[config.mk]
export PLATFORM = sky130hd
export DESIGN_NAME = mcc_concentrator
export DESIGN_NICKNAME = d
export VERILOG_FILES = /design/src/include/mcc_pkg.sv /design/src/rtl/mcc_fifo.sv /design/src/rtl/mcc_arbiter.sv /design/src/rtl/mcc_concentrator.sv
export SDC_FILE = /design/constraint.sdc
export NUM_CORES = 2
export LEC_CHECK = 0
export BUFFER_PORTS_ARGS = -buffer_cell sky130_fd_sc_hd__buf_2
export CORE_AREA = 2 2 388 390
export DETAILED_ROUTE_END_ITERATION = 6
export DIE_AREA = 0 0 390 392
export PLACE_DENSITY = 0.58
export RECOVER_POWER = 100
export SETUP_SLACK_MARGIN = 0.02
export SYNTH_ARGS = -nofsm -noshare
export SYNTH_HDL_FRONTEND = slang
export SYNTH_HIERARCHICAL = 1
export SYNTH_SLANG_ARGS = --single-unit
export TNS_END_PERCENT = 30
[constraint.sdc]
create_clock -name sys_clk -period 7.4 [get_ports sys_clk]
set_input_delay 0.37 -clock sys_clk [delete_from_list [all_inputs] [get_ports sys_clk]]
set_output_delay 0.37 -clock sys_clk [all_outputs]
set_load 0.01 [all_outputs]
[src/include/mcc_pkg.sv]
// Constants and types for the many-to-one core concentrator
// Behaviour
// - Data flows only senders to one receiver
// - Hardware arbiter grants requesters in round robin
// - Shared FIFO depth defaults to 64 entries
// - Sender count is a parameter, default 3
// - Build option selects software arbitration, default off
// - Software grant register names sole pushing sender
// - Each sender has unique identifier, default its own index
// - Receiver status: entries reach size-check value
// - Receiver status empty when entries below size-check
// - Size-check registers are write-only, status only
// - Pop read returns and removes oldest entry
// - Peek read returns head without removing it
// - Header low 9 bits hold sender identifier
// - Header upper bits hold message length
// - Sender status: free space meets size-check value
// - Push write appends word while sender granted
// - Sender request flag tells arbiter message waits
// - Ungranted sender status reads not-granted code
// - Granted, too little space: buffer-full code
// - Granted, enough space: buffer-available code
package mcc_pkg;

  localparam int WORD_W  = 18;
  localparam int ID_W    = 9;
  localparam int DEPTH   = 64;
  localparam int CNT_W   = 7;
  localparam int PTR_W   = 6;
  localparam int SENDERS = 3;
  localparam int IDX_W   = 2;

  // Sender i carries identifier i unless overridden
  localparam logic [SENDERS*ID_W-1:0] DEFAULT_IDS = {9'h002, 9'h001, 9'h000};

  // Byte offsets, receiver window
  localparam logic [7:0] RX_STATUS = 8'h00;
  localparam logic [7:0] RX_SIZE   = 8'h04;
  localparam logic [7:0] RX_POP    = 8'h08;
  localparam logic [7:0] RX_PEEK   = 8'h0C;
  localparam logic [7:0] RX_GRANT  = 8'h10;

  // Sender windows: base plus index times stride
  localparam logic [7:0] SND_BASE   = 8'h20;
  localparam int         SND_SHIFT  = 4;
  localparam logic [3:0] SND_STATUS = 4'h0;
  localparam logic [3:0] SND_SIZE   = 4'h4;
  localparam logic [3:0] SND_PUSH   = 4'h8;
  localparam logic [3:0] SND_REQ    = 4'hC;

  // Status codes
  localparam logic [WORD_W-1:0] CODE_AVAILABLE   = 18'h00000;
  localparam logic [WORD_W-1:0] CODE_EMPTY       = 18'h00001;
  localparam logic [WORD_W-1:0] CODE_FULL        = 18'h00002;
  localparam logic [WORD_W-1:0] CODE_NOT_GRANTED = 18'h00003;

  // Reset values
  localparam logic [WORD_W-1:0] SIZE_RESET  = 18'h00001;
  localparam logic [ID_W-1:0]   GRANT_RESET = 9'h000;

  localparam logic [1:0] HTRANS_IDLE   = 2'h0;
  localparam logic [1:0] HTRANS_NONSEQ = 2'h2;

  typedef struct packed {
    logic       valid;
    logic       write;
    logic [7:0] addr;
  } mcc_dphase_s;

  typedef struct packed {
    logic             valid;
    logic [IDX_W-1:0] idx;
  } mcc_grant_s;

endpackage

[src/rtl/mcc_fifo.sv]
// Shared message FIFO of the concentrator
`timescale 1ns/10ps
`default_nettype none
module mcc_fifo (
  // Clock and reset
  input  wire logic                       sys_clk,
  input  wire logic                       arst_n,
  // Fill side
  input  wire logic                       push,
  input  wire logic [mcc_pkg::WORD_W-1:0] push_data,
  // Drain side
  input  wire logic                       pop,
  output logic      [mcc_pkg::WORD_W-1:0] head,
  output logic      [mcc_pkg::CNT_W-1:0]  count
);

  logic [mcc_pkg::WORD_W-1:0] mem [mcc_pkg::DEPTH];
  logic [mcc_pkg::PTR_W-1:0]  wr_ptr;
  logic [mcc_pkg::PTR_W-1:0]  rd_ptr;
  logic                       do_push;
  logic                       do_pop;

  // Guard here too, so a caller slip cannot corrupt pointers
  assign do_push = push && (count != mcc_pkg::CNT_W'(mcc_pkg::DEPTH));
  assign do_pop  = pop && (count != '0);
  assign head    = mem[rd_ptr];

  always_ff @(posedge sys_clk) begin
    if (do_push) begin
      mem[wr_ptr] <= push_data;
    end
  end

  always_ff @(posedge sys_clk or negedge arst_n) begin
    if (!arst_n) begin
      wr_ptr <= '0;
      rd_ptr <= '0;
    end else begin
      if (do_push) begin
        wr_ptr <= wr_ptr + 1'b1;
      end
      if (do_pop) begin
        rd_ptr <= rd_ptr + 1'b1;
      end
    end
  end

  always_ff @(posedge sys_clk or negedge arst_n) begin
    if (!arst_n) begin
      count <= '0;
    end else if (do_push && !do_pop) begin
      count <= count + 1'b1;
    end else if (do_pop && !do_push) begin
      count <= count - 1'b1;
    end
  end

endmodule
`default_nettype wire

[src/rtl/mcc_arbiter.sv]
// Sender arbiter: round robin or software-selected grant
`timescale 1ns/10ps
`default_nettype none
module mcc_arbiter #(
  parameter logic [mcc_pkg::SENDERS*mcc_pkg::ID_W-1:0] SENDER_IDS = mcc_pkg::DEFAULT_IDS,
  parameter bit                                        SOFT_ARB   = 1'b0
) (
  // Clock and reset
  input  wire logic                       sys_clk,
  input  wire logic                       arst_n,
  // Requests and software choice
  input  wire logic [mcc_pkg::SENDERS-1:0] req,
  input  wire logic [mcc_pkg::ID_W-1:0]    soft_id,
  // Grant
  output var mcc_pkg::mcc_grant_s          grant
);

  mcc_pkg::mcc_grant_s next_grant;
  logic                found;
  int                  cand;

  always_comb begin
    next_grant = '0;
    found      = 1'b0;
    cand       = 0;
    if (SOFT_ARB) begin
      for (int i = 0; i < mcc_pkg::SENDERS; i++) begin
        if (!found && SENDER_IDS[i*mcc_pkg::ID_W +: mcc_pkg::ID_W] == soft_id) begin
          found      = 1'b1;
          next_grant = '{valid: 1'b1, idx: mcc_pkg::IDX_W'(i)};
        end
      end
    end else if (grant.valid && req[grant.idx]) begin
      next_grant = grant;
    end else begin
      for (int i = 1; i <= mcc_pkg::SENDERS; i++) begin
        cand = (int'(grant.idx) + i) % mcc_pkg::SENDERS;
        if (!found && req[cand]) begin
          found      = 1'b1;
          next_grant = '{valid: 1'b1, idx: mcc_pkg::IDX_W'(cand)};
        end
      end
    end
  end

  always_ff @(posedge sys_clk or negedge arst_n) begin
    if (!arst_n) begin
      grant <= '0;
    end else begin
      grant <= next_grant;
    end
  end

endmodule
`default_nettype wire

[src/rtl/mcc_concentrator.sv]
// Concentrator top: AHB-Lite register slave, FIFO and arbiter
//
// The placing of the registers and register access over AHB-Lite were chosen for this implementation.
`timescale 1ns/10ps
`default_nettype none
module mcc_concentrator #(
  parameter logic [mcc_pkg::SENDERS*mcc_pkg::ID_W-1:0] SENDER_IDS = mcc_pkg::DEFAULT_IDS,
  parameter bit                                        SOFT_ARB   = 1'b0
) (
  // Clock and reset
  input  wire logic        sys_clk,
  input  wire logic        arst_n,
  // AHB-Lite slave
  input  wire logic        hsel,
  input  wire logic [31:0] haddr,
  input  wire logic [1:0]  htrans,
  input  wire logic        hwrite,
  input  wire logic [2:0]  hsize,
  input  wire logic [31:0] hwdata,
  input  wire logic        hready,
  output logic             hreadyout,
  output logic [31:0]      hrdata,
  output logic             hresp
);

  localparam int SN = mcc_pkg::SENDERS;
  localparam int WW = mcc_pkg::WORD_W;

  mcc_pkg::mcc_dphase_s dph;
  mcc_pkg::mcc_grant_s  grant;
  mcc_pkg::mcc_grant_s  grant_q;
  logic                 accept;
  logic [WW-1:0]        rx_size;
  logic [WW-1:0]        snd_size [SN];
  logic [SN-1:0]        req;
  logic [SN-1:0]        req_q;
  logic [mcc_pkg::ID_W-1:0] soft_id;
  logic                 hdr_pending;
  logic                 is_rx;
  logic [7:0]           snd_off;
  logic [3:0]           sidx;
  logic                 snd_hit;
  logic [3:0]           sreg;
  logic                 wr;
  logic                 rd;
  logic                 pop;
  logic                 push;
  logic [WW-1:0]        push_data;
  logic [WW-1:0]        head;
  logic [mcc_pkg::CNT_W-1:0] count;
  logic [WW-1:0]        fill;
  logic [WW-1:0]        room;
  logic [WW-1:0]        rdval;
  logic                 granted_here;
  logic [mcc_pkg::ID_W-1:0] grant_id;

  // Address phase taken only when the bus is ready
  assign accept  = hsel && htrans[1] && hready;
  assign wr      = dph.valid && dph.write;
  assign rd      = dph.valid && !dph.write;
  assign is_rx   = dph.addr < mcc_pkg::SND_BASE;
  assign snd_off = dph.addr - mcc_pkg::SND_BASE;
  assign sidx    = snd_off[7:mcc_pkg::SND_SHIFT];
  assign snd_hit = !is_rx && (sidx < 4'(SN));
  assign sreg    = dph.addr[3:0];
  assign fill    = WW'(count);
  assign room    = WW'(mcc_pkg::DEPTH) - WW'(count);
  assign grant_id = SENDER_IDS[grant.idx*mcc_pkg::ID_W +: mcc_pkg::ID_W];
  assign granted_here = grant.valid && (grant.idx == sidx[mcc_pkg::IDX_W-1:0]);

  assign pop = rd && is_rx && (dph.addr == mcc_pkg::RX_POP) && (count != '0);

  assign push = wr && snd_hit && (sreg == mcc_pkg::SND_PUSH) && granted_here
                && (count != mcc_pkg::CNT_W'(mcc_pkg::DEPTH));

  // Hardware stamps the identifier into the header
  // Length bits pass from software unchanged
  assign push_data = hdr_pending ? {hwdata[WW-1:mcc_pkg::ID_W], grant_id} : hwdata[WW-1:0];

  // Bus handshake: one wait state, read data from a flop
  always_ff @(posedge sys_clk or negedge arst_n) begin
    if (!arst_n) begin
      dph       <= '0;
      hreadyout <= 1'b1;
    end else if (accept) begin
      dph       <= '{valid: 1'b1, write: hwrite, addr: haddr[7:0]};
      hreadyout <= 1'b0;
    end else if (dph.valid) begin
      dph.valid <= 1'b0;
      hreadyout <= 1'b1;
    end
  end

  always_ff @(posedge sys_clk or negedge arst_n) begin
    if (!arst_n) begin
      hrdata <= '0;
    end else if (rd) begin
      hrdata <= {14'h0000, rdval};
    end
  end

  // Errors are never signalled
  always_ff @(posedge sys_clk or negedge arst_n) begin
    if (!arst_n) begin
      hresp <= 1'b0;
    end else begin
      hresp <= 1'b0;
    end
  end

  always_ff @(posedge sys_clk or negedge arst_n) begin
    if (!arst_n) begin
      rx_size <= mcc_pkg::SIZE_RESET;
    end else if (wr && is_rx && dph.addr == mcc_pkg::RX_SIZE) begin
      rx_size <= hwdata[WW-1:0];
    end
  end

  always_ff @(posedge sys_clk or negedge arst_n) begin
    if (!arst_n) begin
      soft_id <= mcc_pkg::GRANT_RESET;
    end else if (wr && is_rx && dph.addr == mcc_pkg::RX_GRANT) begin
      soft_id <= hwdata[mcc_pkg::ID_W-1:0];
    end
  end

  for (genvar s = 0; s < SN; s++) begin : g_snd
    always_ff @(posedge sys_clk or negedge arst_n) begin
      if (!arst_n) begin
        snd_size[s] <= mcc_pkg::SIZE_RESET;
      end else if (wr && snd_hit && sidx == 4'(s) && sreg == mcc_pkg::SND_SIZE) begin
        snd_size[s] <= hwdata[WW-1:0];
      end
    end
    always_ff @(posedge sys_clk or negedge arst_n) begin
      if (!arst_n) begin
        req[s] <= 1'b0;
      end else if (wr && snd_hit && sidx == 4'(s) && sreg == mcc_pkg::SND_REQ) begin
        req[s] <= hwdata[0];
      end
    end
  end

  // New grant or fresh request means next push is a header
  always_ff @(posedge sys_clk or negedge arst_n) begin
    if (!arst_n) begin
      grant_q     <= '0;
      req_q       <= '0;
      hdr_pending <= 1'b1;
    end else begin
      grant_q <= grant;
      req_q   <= req;
      if (grant != grant_q || (grant.valid && req[grant.idx] && !req_q[grant.idx])) begin
        hdr_pending <= 1'b1;
      end else if (push) begin
        hdr_pending <= 1'b0;
      end
    end
  end

  always_comb begin
    rdval = '0;
    if (is_rx) begin
      case (dph.addr)
        mcc_pkg::RX_STATUS: begin
          rdval = (fill >= rx_size) ? mcc_pkg::CODE_AVAILABLE : mcc_pkg::CODE_EMPTY;
        end
        mcc_pkg::RX_POP: begin
          rdval = (count != '0) ? head : '0;
        end
        mcc_pkg::RX_PEEK: begin
          rdval = (count != '0) ? head : '0;
        end
        mcc_pkg::RX_GRANT: begin
          rdval = WW'(soft_id);
        end
        default: begin
          rdval = '0;
        end
      endcase
    end else if (snd_hit) begin
      case (sreg)
        mcc_pkg::SND_STATUS: begin
          if (!granted_here) begin
            rdval = mcc_pkg::CODE_NOT_GRANTED;
          end else if (room >= snd_size[sidx[mcc_pkg::IDX_W-1:0]]) begin
            rdval = mcc_pkg::CODE_AVAILABLE;
          end else begin
            rdval = mcc_pkg::CODE_FULL;
          end
        end
        mcc_pkg::SND_REQ: begin
          rdval = WW'(req[sidx[mcc_pkg::IDX_W-1:0]]);
        end
        default: begin
          rdval = '0;
        end
      endcase
    end
  end

  mcc_arbiter #(
    .SENDER_IDS (SENDER_IDS),
    .SOFT_ARB   (SOFT_ARB)
  ) u_arbiter (
    .sys_clk (sys_clk),
    .arst_n  (arst_n),
    .req     (req),
    .soft_id (soft_id),
    .grant   (grant)
  );

  // Single shared queue toward the receiver
  mcc_fifo u_fifo (
    .sys_clk   (sys_clk),
    .arst_n    (arst_n),
    .push      (push),
    .push_data (push_data),
    .pop       (pop),
    .head      (head),
    .count     (count)
  );

endmodule
`default_nettype wire

==> qor.csv <==
metric,value,unit
status,"finished, violations left",
violations,"max-capacitance violations, max-slew violations",
setup_violations,0,
path_clk_slew,0.06,ns
worst_skew_pair.late_latency,0.76,ns
skew,0.0296,ns
synth_seq_area_share,73.9,%
path_max_fanout,18,
synth.distinct_cells,77,
dieArea,153000,sq um
drt-vias-per-instance,5.36,
final_util,39.5,%
synth_top_family_by_area,multiplexers,
leakagePower,18.6,nW
synth-seq-cells,1294,
max_stage_delay,1.52,ns
synth_commonest_cells,"edfxtp_1 (1152), mux4_2 (217), mux2i_1 (192)",
final.setup.tns,0,ns
tightest_slew,4.43,ns
synth.area.top_cells,"edfxtp_1 (67%), mux4_2 (9.5%), dfrtp_1 (6.6%), mux2i_1 (3.7%), mux2_2 (2.3%)",
setup_slack,1.43,ns
vdd_drop_max,0.177,mV
path_cells,clkinv_1 -> clkbuf_1 -> ha_1 -> xnor2_1 -> o211ai_1 -> nor2_1 -> and4_1 -> inv_1 -> a31oi_1 -> clkbuf_1 -> and2_0 -> nand2_1 -> nor2_1,
timing.fmax,168,MHz
cp_slowest_cell,nor2_1,
drc,0,
ant_nets,0,
wl,129000,um
grt_pass1_wl,186000,um
timing.slew.headroom,-195,%
async_flop_share,11.0,%
cts_buffers,136,
synthXorXnorAreaFrac,0.407,%
dpl.hpwl,75200,um
yosysWarnings,6,
htreeDepth,4,
end_kind,flop,
post_drt_wl_per_cell,26.3,um
arrival,6.30,ns
hold_viol,0,
initial_utilization,34.7,%
synth_top_area_share,67.0,%
post-route-period-util,80.7,%
hold_path_class,input pin to flop,
power_density,259,nW/um^2
dp_worst_setup_slack,2.53,ns
coreArea,149000,sq um
antenna_found_initial,3,
port_buffers,50,
syn_avg_cell_area,19.5,sq um
first_pass_iters,7,
area_growth,13.8,%
synth.mux.area_fraction,16.1,%
cts_root_buffer,clkbuf_16,
start_kind,flop,
max_cap_violations,31,
num_rows,142,
vias,26240,
synth-edff-count,1152,
die_h,392,um
synth-simple-area-share,3.09,%
synthCells,2648,
drive_above_1_share,22.2,%
chipWidth,390,um
slew_viol_final,1531,
critPathKind,flop to flop,
cts_resized,0,
gp_congestion,0.805,
synth-compound-area-share,3.71,%
synthesis.area,51600,sq um
grt_max_degree,97,
fin_nets,2950,
synth-adder-area-share,0.834,%
cts_tree,yes,
fin_crit,5.97,ns
synthFlopType,edfxtp_1,
grt_pass1_vias,25951,
io_pins,108,
dr.first_iter.drc_count,2703,
required,7.73,ns
rsz0062_at_grt,false,
overflow,0,
synth_most_common_cell,edfxtp_1,
n_fill_cell,13428,
gr-usage-all-layers,16.8,%
cts_max_path_buffers,3,
clock_sinks,1294,
yosys.area.top_type,edfxtp_1,
-- area by class of cell --
cell class	instances	area, sq um	share of cell area (%)
Clock buffer	178	3760	6.40
Tap cell	1944	2430	4.14
Sequential cell	1294	38200	65.0
Timing Repair Buffer	197	1090	1.85
Inverter	25	93.8	0.160
Multi-Input combinational cell	1189	12700	21.5
Antenna cell	1	2.50	0.00426
Clock inverter	69	549	0.935
-- state kept, by name (all words and copies together) (netlist names) --
signal,cells
u_fifo/mem,1152
snd_size,54
hrdata,18
rx_size,18
dph,10
soft_id,9
u_fifo/count,7
u_fifo/rd_ptr,6
u_fifo/wr_ptr,6
grant_q,3
req,3
req_q,3
u_arbiter/grant,3
hdr_pending,1
hreadyout,1
-- path summary, 6_finish.rpt --
path	start	to	slack (ns)	cells past startpoint
worst min register to register	hrdata[14]	hrdata[14]	0.47	2
worst max-delay path	dph[5]	u_fifo/mem[6][7]	1.43	13
worst max register to register	dph[5]	u_fifo/mem[6][7]	1.43	13
min in group asynchronous	arst_n	rx_size[2]	1.46	2
max in group asynchronous	arst_n	u_fifo/wr_ptr[3]	2.56	3
worst min-delay path	hwdata[0]	req[2]	0.04	2
-- placed cells by master, fill, tap and decap left out, types with 30 or more instances in the layout --
| cell type | count |
|---|---|
| mux4_2 | 217 |
| mux2i_1 | 192 |
| buf_4 | 36 |
| a221oi_1 | 35 |
| nor2_1 | 107 |
| ha_1 | 32 |
| clkinv_1 | 33 |
| nand2_1 | 69 |
| dfrtp_1 | 132 |
| o221ai_1 | 39 |
| nor2_2 | 30 |
| o22ai_1 | 35 |
| edfxtp_1 | 1152 |
| clkbuf_16 | 142 |
| mux2_2 | 103 |
| clkbuf_1 | 138 |
-- metal layers --
| metal | vias to the layer above | share of wire (%) | wire length [um] | global-route usage [%] |
|---|---|---|---|---|
| met2 | 891 | 48 | 61500 | 26.9 |
| met1 | 13992 | 43 | 56000 | 23.9 |
| met4 | 0 | 2.1 | 2670 | 4.36 |
| met5 | - | 0 | 0 | 0 |
| met3 | 159 | 6.7 | 8690 | 2.71 |
| li1 | 11198 | - | - | - |
-- report_power, final --
part	total (mW)	switching [mW]	internal [mW]
logic	0.480	0.333	0.148
registers	8.12	0.0656	8.05
clock network	6.62	2.80	3.83
-- through the flow --
step / hold WS [ns] / total power [mW] / cell area [sq um] / cells
floorplan: 0.0744 / 8.50 / 51700 / 2662
global placement: 0.432 / 8.73 / 54800 / 4631
detailed placement: 0.428 / 8.74 / 54800 / 4631
CTS: 0.00463 / 15.4 / 59300 / 4896
global route: 0.0406 / 15.7 / 58700 / 4896
finish: 0.0395 / 15.2 / 58800 / 4897
-- what timing repair did --
action | in CTS | in global routing
setup buffers | 0 | 0
hold buffers | 18 | 0
hold endpoints to repair | 117 | 0
-- critical path: cells and delay by family (launching register included) --
family / cells / cell delay [ns]
AO/OA/AOI/OAI: 2 / 0.44
XOR/XNOR: 1 / 0.12
adder cells (fa/ha/maj): 1 / 0.30
buffers and inverters: 4 / 1.49
flip-flops: 1 / 0.55
AND/OR/NAND/NOR: 5 / 2.61
-- cell families after synthesis --
group	count (synthesis)
DFF	1294
muxes	537
and+or+nand+nor	328
AOI/OAI and AO/OA	251
buffers and inverters	179
adders and majority gates	34
xor gates and xnor gates	24
other	1
Power figures use the tool's default switching activity.
